### src/common/omc_defs.svh
// Register offsets, field positions and reset values of the mode control block
`ifndef OMC_DEFS_SVH
`define OMC_DEFS_SVH
`define OMC_MODE_OFFSET   8'h70
`define OMC_AXI_AW        8
`define OMC_CHOP_MSB      5
`define OMC_CHOP_LSB      4
`define OMC_FORCE_ON_BIT  3
`define OMC_FORCE_OFF_BIT 2
`define OMC_REF_OUT_BIT   1
`define OMC_EXT_REF_BIT   0
`define OMC_RSVD_VALUE    2'h2
`define OMC_MODE_RESET    8'h84
`define OMC_RESP_OKAY     2'h0
`define OMC_RESP_SLVERR   2'h2
`endif

### src/common/omc_pkg.sv
// Types shared by the mode control block
`default_nettype none
package omc_pkg;
    typedef enum logic [1:0] {
        OMC_CHOP_LOW   = 2'h0,
        OMC_CHOP_HIGH  = 2'h1,
        OMC_CHOP_EVERY = 2'h2,
        OMC_CHOP_HALF  = 2'h3
    } omc_chop_e;
endpackage
`default_nettype wire

### src/common/omc_chop_if.sv
// Link between the register block and the chop sequencer
`timescale 1ns/10ps
`default_nettype none
interface omc_chop_if;
    omc_pkg::omc_chop_e mode;      // Selected chop behaviour
    logic               state;     // Current chop state
    modport ctrl (output mode, input state);
    modport seq  (input mode, output state);
endinterface
`default_nettype wire

### src/design/omc_mode_ctrl.sv
// Operating mode control register with AXI4-Lite access
// Summary of operation
// RQ1: Chop field selects low, high, toggling modes
// RQ2: Chop toggles only during conversion, at boundaries
// RQ3: Force-on bit enables pump, wins over off
// RQ4: Force-off bit disables pump; resets set
// RQ5: Reference-out bit drives reference on pin0
// RQ6: External-reference bit takes pin1 as input
// RQ7: Software picks pump force by supply voltage
// RQ8: Pin0 value only when output, no reference
// RQ9: Pin1 value only when output, no ext-ref
// RQ10: Software writes reserved bits with reset values
// RQ11: Bits 7:6 read-only, return 1 and 0
//
// Our own choice: the AXI4-Lite slave port.
`timescale 1ns/10ps
`default_nettype none
`include "omc_defs.svh"
module omc_mode_ctrl
#(
    parameter int AW = `OMC_AXI_AW
)
(
    input  wire logic          aclk,
    input  wire logic          aresetn,
    input  wire logic [AW-1:0] s_axi_awaddr,
    input  wire logic          s_axi_awvalid,
    output logic               s_axi_awready,
    input  wire logic [31:0]   s_axi_wdata,
    input  wire logic [3:0]    s_axi_wstrb,
    input  wire logic          s_axi_wvalid,
    output logic               s_axi_wready,
    output logic [1:0]         s_axi_bresp,
    output logic               s_axi_bvalid,
    input  wire logic          s_axi_bready,
    input  wire logic [AW-1:0] s_axi_araddr,
    input  wire logic          s_axi_arvalid,
    output logic               s_axi_arready,
    output logic [31:0]        s_axi_rdata,
    output logic [1:0]         s_axi_rresp,
    output logic               s_axi_rvalid,
    input  wire logic          s_axi_rready,
    input  wire logic          conv_busy,
    input  wire logic          elconv_done,
    input  wire logic          gp0_direction,
    input  wire logic          gp1_direction,
    input  wire logic          gp0_output_value,
    input  wire logic          gp1_output_value,
    input  wire logic          gp0_in,
    input  wire logic          gp1_in,
    output logic               gp0_out,
    output logic               gp0_oe_n,
    output logic               gp1_out,
    output logic               gp1_oe_n,
    output logic               gp0_ref_out_en,
    output logic               gp1_ext_ref_in_en,
    output logic               ext_ref_level,
    output logic               pump_on,
    output logic               chop_state
);
    // Parameter check
    if (AW < 8) $error("omc_mode_ctrl: address width below 8");

    // Whole block state
    typedef struct packed
    {
        logic [5:0]  mode;      // Writable bits 5:0
        logic        aw_got;    // Write address held
        logic        w_got;     // Write data held
        logic [AW-1:0] awaddr;  // Held write address
        logic [7:0]  wdata;     // Held low write byte
        logic        wstb;      // Held low byte strobe
        logic        bvalid;    // Write response pending
        logic [1:0]  bresp;     // Write response code
        logic        rvalid;    // Read data pending
        logic [31:0] rdata;     // Read data
        logic [1:0]  rresp;     // Read response code
        logic        out0;      // Pin0 output flop
        logic        oen0;      // Pin0 enable flop
        logic        out1;      // Pin1 output flop
        logic        oen1;      // Pin1 enable flop
    } omc_state_s;

    omc_state_s r;
    omc_state_s next_r;
    omc_chop_if chop_link ();
    logic [7:0] reg_view;   // Full register as read

    // Reserved bits are constant, never stored
    assign reg_view = {`OMC_RSVD_VALUE, r.mode}; // [RQ11]

    // Bus, register and pin next state
    always_comb
    begin
        next_r = r;
        // Accept address and data in any order
        if (s_axi_awvalid && s_axi_awready)
        begin
            next_r.aw_got = 1'b1;
            next_r.awaddr = s_axi_awaddr;
        end
        if (s_axi_wvalid && s_axi_wready)
        begin
            next_r.w_got = 1'b1;
            next_r.wdata = s_axi_wdata[7:0];
            next_r.wstb  = s_axi_wstrb[0];
        end
        // Perform write once both halves are held
        if (r.aw_got && r.w_got && !r.bvalid)
        begin
            next_r.aw_got = 1'b0;
            next_r.w_got  = 1'b0;
            next_r.bvalid = 1'b1;
            if (r.awaddr == AW'(`OMC_MODE_OFFSET))
            begin
                next_r.bresp = `OMC_RESP_OKAY;
                if (r.wstb)
                begin
                    // Bits 7:6 dropped on write
                    next_r.mode = r.wdata[5:0]; // [RQ11] [RQ3] [RQ4] [RQ5] [RQ6]
                end
            end
            else
            begin
                next_r.bresp = `OMC_RESP_SLVERR;
            end
        end
        if (r.bvalid && s_axi_bready)
        begin
            next_r.bvalid = 1'b0;
        end
        // Read path
        if (s_axi_arvalid && s_axi_arready)
        begin
            next_r.rvalid = 1'b1;
            if (s_axi_araddr == AW'(`OMC_MODE_OFFSET))
            begin
                next_r.rdata = {24'h000000, reg_view};
                next_r.rresp = `OMC_RESP_OKAY;
            end
            else
            begin
                next_r.rdata = 32'h00000000;
                next_r.rresp = `OMC_RESP_SLVERR;
            end
        end
        else if (r.rvalid && s_axi_rready)
        begin
            next_r.rvalid = 1'b0;
        end
        // Pin0 drives its value only as plain output
        next_r.out0 = gp0_output_value;
        next_r.oen0 = ~(gp0_direction && !r.mode[`OMC_REF_OUT_BIT]); // [RQ8]
        // Pin1 drives its value only as plain output
        next_r.out1 = gp1_output_value;
        next_r.oen1 = ~(gp1_direction && !r.mode[`OMC_EXT_REF_BIT]); // [RQ9]
    end

    // State register
    always_ff @(posedge aclk)
    begin
        if (!aresetn)
        begin
            r      <= '0;
            r.mode <= 6'(`OMC_MODE_RESET); // [RQ1] [RQ4]
            r.oen0 <= 1'b1;
            r.oen1 <= 1'b1;
        end
        else
        begin
            r <= next_r;
        end
    end

    // Handshake outputs
    assign s_axi_awready = !r.aw_got && !r.bvalid;
    assign s_axi_wready  = !r.w_got && !r.bvalid;
    assign s_axi_arready = !r.rvalid;
    assign s_axi_bvalid  = r.bvalid;
    assign s_axi_bresp   = r.bresp;
    assign s_axi_rvalid  = r.rvalid;
    assign s_axi_rdata   = r.rdata;
    assign s_axi_rresp   = r.rresp;

    // Pump: force-on wins, else off when forced off
    assign pump_on = r.mode[`OMC_FORCE_ON_BIT] || !r.mode[`OMC_FORCE_OFF_BIT]; // [RQ3] [RQ4]
    assign gp0_ref_out_en    = r.mode[`OMC_REF_OUT_BIT];  // [RQ5]
    assign gp1_ext_ref_in_en = r.mode[`OMC_EXT_REF_BIT];  // [RQ6]
    // Pin1 level passed on as external reference
    assign ext_ref_level = r.mode[`OMC_EXT_REF_BIT] && gp1_in; // [RQ6]
    assign gp0_out  = r.out0;
    assign gp0_oe_n = r.oen0;
    assign gp1_out  = r.out1;
    assign gp1_oe_n = r.oen1;

    // Chop field toward sequencer
    assign chop_link.mode = omc_pkg::omc_chop_e'(r.mode[`OMC_CHOP_MSB:`OMC_CHOP_LSB]);
    assign chop_state = chop_link.state;

    // Chop sequencer
    omc_chop_seq u_chop
    (
        .aclk        (aclk),
        .aresetn     (aresetn),
        .conv_busy   (conv_busy),
        .elconv_done (elconv_done),
        .chop        (chop_link.seq)
    );

    // Checks
    chk_pump_on_win: assert property (@(posedge aclk) disable iff (!aresetn) // [RQ3]
        r.mode[`OMC_FORCE_ON_BIT] |-> pump_on)
        else $error("force-on did not win");
    chk_pump_off_force: assert property (@(posedge aclk) disable iff (!aresetn) // [RQ4]
        (r.mode[`OMC_FORCE_OFF_BIT] && !r.mode[`OMC_FORCE_ON_BIT]) |-> !pump_on)
        else $error("pump on while forced off");
    chk_rsvd_read: assert property (@(posedge aclk) disable iff (!aresetn) // [RQ11]
        s_axi_rvalid && s_axi_rresp == `OMC_RESP_OKAY |-> s_axi_rdata[7:6] == 2'h2)
        else $error("reserved bits read wrong");
    chk_gp0_release: assert property (@(posedge aclk) disable iff (!aresetn) // [RQ8]
        $past(r.mode[`OMC_REF_OUT_BIT]) |-> gp0_oe_n)
        else $error("pin0 driven while reference out");
    chk_gp1_release: assert property (@(posedge aclk) disable iff (!aresetn) // [RQ9]
        $past(r.mode[`OMC_EXT_REF_BIT]) |-> gp1_oe_n)
        else $error("pin1 driven while external reference");
    // Reference enable only moves with a performed write
    chk_ref_out_pin: assert property (@(posedge aclk) disable iff (!aresetn) // [RQ5]
        $changed(gp0_ref_out_en) |-> $rose(s_axi_bvalid))
        else $error("reference output enable moved without a write");
    chk_write_resp: assert property (@(posedge aclk) disable iff (!aresetn)
        (s_axi_awvalid && s_axi_awready && s_axi_wvalid && s_axi_wready) |-> ##2 s_axi_bvalid)
        else $error("write response late");
    chk_chop_fixed: assert property (@(posedge aclk) disable iff (!aresetn) // [RQ1]
        (chop_link.mode == omc_pkg::OMC_CHOP_HIGH) |=> chop_state)
        else $error("chop not held high");
    cov_write_done: cover property (@(posedge aclk) s_axi_bvalid && s_axi_bready);
    cov_read_done: cover property (@(posedge aclk) s_axi_rvalid && s_axi_rready);
    cov_both_force: cover property (@(posedge aclk) r.mode[3] && r.mode[2]);
endmodule // omc_mode_ctrl
`default_nettype wire

### src/design/omc_chop_seq.sv
// Bandgap chop state sequencer
`timescale 1ns/10ps
`default_nettype none
module omc_chop_seq
(
    input  wire logic aclk,
    input  wire logic aresetn,
    input  wire logic conv_busy,
    input  wire logic elconv_done,
    omc_chop_if.seq   chop
);
    // Full state of the sequencer
    typedef struct packed
    {
        logic state;   // Chop level
        logic half;    // Boundary parity for half rate
    } omc_seq_s;

    omc_seq_s r;
    omc_seq_s next_r;

    // Next state from mode and conversion boundaries
    always_comb
    begin
        next_r = r;
        unique case (chop.mode)
            omc_pkg::OMC_CHOP_LOW:
            begin
                next_r.state = 1'b0; // [RQ1]
                next_r.half  = 1'b0;
            end
            omc_pkg::OMC_CHOP_HIGH:
            begin
                next_r.state = 1'b1; // [RQ1]
                next_r.half  = 1'b0;
            end
            omc_pkg::OMC_CHOP_EVERY:
            begin
                // Toggle on each boundary inside a conversion
                if (conv_busy && elconv_done)
                begin
                    next_r.state = ~r.state; // [RQ1] [RQ2]
                end
            end
            omc_pkg::OMC_CHOP_HALF:
            begin
                // Toggle on every second boundary
                if (conv_busy && elconv_done)
                begin
                    next_r.half = ~r.half;
                    if (r.half)
                    begin
                        next_r.state = ~r.state; // [RQ1] [RQ2]
                    end
                end
            end
        endcase
        if (!conv_busy)
        begin
            next_r.half = 1'b0;
        end
    end

    // State register
    always_ff @(posedge aclk)
    begin
        if (!aresetn)
        begin
            r <= '0;
        end
        else
        begin
            r <= next_r;
        end
    end

    assign chop.state = r.state;

    // Toggling modes never change the state outside a conversion
    chk_chop_idle_hold: assert property (@(posedge aclk) disable iff (!aresetn) // [RQ2]
        (!conv_busy && chop.mode[1]) |=> $stable(chop.state))
        else $error("chop state moved outside a conversion");
    // Every-boundary mode toggles on each boundary inside a conversion
    chk_chop_every_tog: assert property (@(posedge aclk) disable iff (!aresetn) // [RQ1]
        (chop.mode == omc_pkg::OMC_CHOP_EVERY && conv_busy && elconv_done)
        |=> chop.state != $past(chop.state))
        else $error("chop did not toggle at boundary");
    cov_half_toggle: cover property (@(posedge aclk) disable iff (!aresetn)
        chop.mode == omc_pkg::OMC_CHOP_HALF ##1 $changed(chop.state));
endmodule // omc_chop_seq
`default_nettype wire

### config.mk
export PLATFORM = sky130hd
export DESIGN_NAME = omc_mode_ctrl
export DESIGN_NICKNAME = d
export VERILOG_FILES = /design/src/common/omc_pkg.sv /design/src/common/omc_chop_if.sv /design/src/design/omc_mode_ctrl.sv /design/src/design/omc_chop_seq.sv
export VERILOG_INCLUDE_DIRS = /design/src /design/src/common
export SDC_FILE = /design/constraint.sdc
export NUM_CORES = 1
export LEC_CHECK = 0
export BUFFER_PORTS_ARGS = -buffer_cell sky130_fd_sc_hd__clkbuf_2
export CORE_UTILIZATION = 47
export CTS_BUF_LIST = sky130_fd_sc_hd__clkbuf_4 sky130_fd_sc_hd__clkbuf_8
export DETAILED_ROUTE_END_ITERATION = 10
export HOLD_SLACK_MARGIN = 0.02
export PLACE_DENSITY = 0.87
export SYNTH_ARGS = -nofsm -noshare
export SYNTH_HDL_FRONTEND = slang
export SYNTH_SLANG_ARGS = --single-unit
### constraint.sdc
create_clock -name aclk -period 1.7 [get_ports aclk]
set_input_delay 0.34 -clock aclk [delete_from_list [all_inputs] [get_ports aclk]]
set_output_delay 0.34 -clock aclk [all_outputs]
set_load 0.03 [all_outputs]
Yosys cells after proc, flatten, opt, wreduce, memory -nomap -nowiden
Cells that the tools add are included.
- register bits after elaboration: 67
- bits in latches: 0
- memory bits (writable): 0
- ROM bits: 0
- input port bits: 67
- output and inout bits: 50
- logic and storage cells: 70
- memories kept: 0
- add/subtract/negate cells: 0
- multiply operators: 0
- div/mod/pow operators: 0
- order comparisons: 0
- eq/ne operators: 8
- shift operators: 0
- mux-type cells: 9
- bitwise logic cells: 5
- reductions and logical operators: 31
- operators with widths (cell ; number):
    $eq 8x7->1 const B ; 2
    $logic_and 1x1->1 ; 13
    $mux 10 ; 1
    $logic_not 1->1 ; 7
    $ne 2x1->1 const B ; 3
    $reduce_and 3->1 ; 2
    $reduce_or 2->1 ; 3
    $not 1->1 ; 5
    $eq 2x2->1 const B ; 2
    $mux 1 ; 4
    $mux 2 ; 2
    $pmux 1 s4 ; 1
    $reduce_and 2->1 ; 2
    $reduce_bool 2->1 ; 2
    $eq 2x1->1 const B ; 1
    $logic_not 2->1 ; 1
    $pmux 1 s2 ; 1
    $logic_or 1x1->1 ; 1

Depth between registers and ports, before layout
- word-level depth: 4
- depth in mapped cells: 5

Cells and area by module
From an unflattened synthesis, not the netlist that was laid out.
- cells, all modules: 187
- area, all modules: 1844.3 um^2
- modules (own cells, without submodules) (module ; instances ; cells each ; area an instance (um^2) ; seq. area each (um^2)):
    omc_mode_ctrl ; 1 ; 174 ; 1727.9 ; 760.7
    omc_chop_seq ; 1 ; 13 ; 116.4 ; 40.0

Worst setup path before layout
No wires, ideal clock.
- path kind: register -> register
- start: reg r, in the netlist s_axi_bvalid
- end: reg r[42] (netlist name)
- library setup time: 116 ps
- arrival time: 1483 ps
- path slack: 101 ps
- cell stages (with the launch flop): 6
- period minus slack after synthesis: 1599 ps
- path through: dfxtp_1 nor2_1 and2_1 buf_6 mux2i_1 nor2b_1
- word-level cells in the longest chain between the ends: 3
- RTL lines (item ; line ; text):
    start: declaration ; omc_mode_ctrl.sv:84 ; omc_state_s r;
    start signal: assignment ; omc_mode_ctrl.sv:171 ; r <= next_r;
    $logic_not 1->1 ; omc_mode_ctrl.sv:177 ; assign s_axi_wready = !r.w_got && !r.bvalid;
    $logic_and 1x1->1 ; omc_mode_ctrl.sv:177 ;
    via s_axi_wready ; omc_mode_ctrl.sv:32 ; output logic s_axi_wready,
    $logic_and 1x1->1 ; omc_mode_ctrl.sv:102 ; if (s_axi_wvalid && s_axi_wready)
The timed path passes the listed nets, and every way through them passes these cells.
A chain may end at the register's enable or synchronous reset.

Worst setup path after layout
- start: reg r, in the netlist s_axi_bvalid
- end: reg r[43] (netlist name)
- word-level cells in the longest chain between the ends: 3
- RTL lines (item ; line):
    $logic_not 1->1 ; omc_mode_ctrl.sv:177
    $logic_and 1x1->1 ; omc_mode_ctrl.sv:177
    $logic_and 1x1->1 ; omc_mode_ctrl.sv:102
Every way passes these cells.

==> run summary <==
layout cells sized above 1 -> 0.325
global-route usage over all layers -> 0.148
post-synthesis mux area share -> 0.0428
clock root cell -> clkbuf_8
dpl cell area -> 2030 sq um
Endpoint, Worst Hold -> gp0_oe_n
vias in the first global route -> 1153
Clock Skew -> 0.00487 ns
Final period util -> 0.810
post-synthesis sequential area ratio -> 0.428
Synth Area in XOR/XNOR -> 0.00468
synth warn -> 0
status -> completed
clock-pin slew of the registers on the worst-case setup and hold paths -> 0.07 ns
Final setup viols -> 0
CTS Buffer Depth -> 2
FF-to-FF End -> r[43]
Top Ports -> 117
GPL Wtd Cong -> 0.728
nets -> 321
number of synthesized flops with an enable pin -> 0
RSZ-0062 raised after global routing -> false
Compound-Gate Fraction of Synth Area -> 0.110
most frequent cells in the layout -> 59 x clkbuf_2, 40 x dfxtp_1, 39 x nand2_1, 27 x conb_1, 10 x nor2b_1
Initial Utilization -> 0.500
initial antenna violation count -> 0
most common flop cell mapped by yosys -> dfxtp_1
Max Slew Vio Count -> 0
number of hold buffers added after CTS -> 0
Largest Register -> r
first-pass GRT wire length -> 4710 um
Max VDD drop -> 418 uV
Async S/R FF share, synth -> 0
Die W -> 65.1 um
CTS resizes -> 0
placed wire-length estimate -> 2340 um
TritonCTS clock tree -> yes
fin crit period -> 1.38 ns
post-route setup TNS -> 0 ns
met2 WL -> 1460 um
WP data required -> 1.87 ns
drt total wl -> 2960 um
Overflow after GRT -> 0
largest net degree at the start of global routing -> 33
post-route ant nets -> 0
leakage -> 0.978 nW
WP data arrival -> 1.55 ns
Setup crit end kind -> flop
Fmax achieved -> 0.727 GHz
met1 WL -> 1280 um
Largest register FFs -> 19
vias per cell -> 4.48
TritonRoute pass-1 iters -> 4
via count -> 1357
postcts setup bufs -> 0
Final Cell Area -> 2130 sq um
worst-path fanout max -> 8
largest family of logic cells by synthesized area -> simple AND/OR/NAND/NOR gates
area growth from synthesis to layout -> 13.7%
FP Rows -> 22
r2r setup slk -> 0.32 ns
met3 wire len -> 161 um
worst r2r path cells -> 4
flops & latches, synth -> 40
drt drc -> 0
critical path class -> reg2reg
hold path depth -> 2
Hold Crit Class -> in2reg
Synth Instances -> 204
Antenna Cells -> 0
simple-gate share of the synthesized area -> 0.237
Die Span Y -> 65.1 um
IO Port Bufs -> 59
Total Power -> 1.97 mW
Avg WL per Cell -> 9.78 um
commonest non-fill, non-tap cell in the layout -> clkbuf_2
Clock H-tree levels -> 2
DR iter-0 viols -> 40
clock sinks -> 40
Power Density -> 926 nW/um^2
die area -> 4240 sq um
adder-cell share of the synthesized area -> 0
Syn Std Cell Area -> 1870 sq um
worst r2r src -> s_axi_bvalid
CTS buffer count -> 5
Yosys cell types -> 32
Clk Latency, worst-skew pair -> 0.28 ns
Worst setup SP type -> flop
average size of a mapped cell -> 9.18 sq um
Placeable Area -> 3740 sq um
Filler Cells Inserted -> 348
Worst Hold Launch -> gp0_direction
Max-cap violations -> 0
Final Hold Fails -> 0
Top Layer Used -> met4
[cells in the mapped netlist (2+ instances only)]
master / number / area share
a21boi_0: 8 / 0.032
a21boi_1: 3 / 0.012
a21oi_1: 3 / 0.0080
and2_1: 5 / 0.017
buf_2: 2 / 0.0053
buf_4: 37 / 0.15
buf_6: 2 / 0.012
clkbuf_1: 3 / 0.0060
dfxtp_1: 40 / 0.43
inv_1: 2 / 0.0040
mux2i_1: 8 / 0.043
nand2_1: 39 / 0.078
nand2b_1: 3 / 0.010
nand3_2: 6 / 0.032
nand3b_1: 3 / 0.012
nor2_1: 5 / 0.010
nor2b_1: 10 / 0.033
o211a_1: 2 / 0.011
o21ai_0: 6 / 0.016
o21ai_2: 5 / 0.023
[layer usage]
layer,vias up,global-route usage
met3,7,0.0313
met1,588,0.158
met2,53,0.266
met4,0,0.0897
li1,709,-
met5,-,0
[per-stage QoR]
stage	hold slack [ns]	util	instances	setup WS, ns
floorplan	0.424	-	230	0.101
global placement	0.437	0.542	295	0.389
detailed placement	0.443	0.542	295	0.315
CTS	0.219	0.569	303	0.303
global route	0.216	0.569	303	0.225
finish	0.223	0.569	303	0.324
[where the power goes]
group | switching (mW) | internal (mW) | leakage (nW)
clock | 0.297 | 0.363 | 0.0523
combinational | 0.205 | 0.101 | 0.599
sequential | 0.0265 | 0.979 | 0.327
[final cells by class]
| cell class | count | area, sq um | area share |
|---|---|---|---|
| Timing Repair Buffer | 61 | 323 | 0.152 |
| Multi-Input combinational cell | 144 | 840 | 0.394 |
| Inverter | 2 | 7.51 | 0.00353 |
| Sequential cell | 40 | 801 | 0.376 |
| Clock buffer | 8 | 97.6 | 0.0459 |
| Tap cell | 48 | 60.1 | 0.0282 |
[worst max-delay path by stage]
| stage | cells past startpoint | endpoint | from | slack (ns) |
|---|---|---|---|---|
| after floorplan | 5 | r[42] | s_axi_bvalid | 0.10 |
| after global placement | 5 | chop_link.mode[1] | r[52] | 0.39 |
| after detailed placement | 4 | r[43] | s_axi_bvalid | 0.31 |
| after CTS | 4 | r[43] | s_axi_bvalid | 0.30 |
| after global routing | 4 | r[43] | s_axi_bvalid | 0.23 |
| final | 4 | r[43] | s_axi_bvalid | 0.32 |
[kinds of logic (layout without fill, tap and decap cells)]
group                     after synthesis  in the layout
AOI/OAI and AO/OA                      29             29
buffers and inverters                  46             71
DFF                                    40             40
xor gates and xnor gates                1              1
muxes                                   8              8
and+or+nand+nor                        79             79
other                                   1             27
[worst max-delay path: stages (launching register included)]
cell and delay [ns]:
dfxtp_1 0.37, nor2_1 0.13, and2_1 0.42, mux2i_1 0.27, nor2b_1 0.07
(Power assumes the default switching activity.)
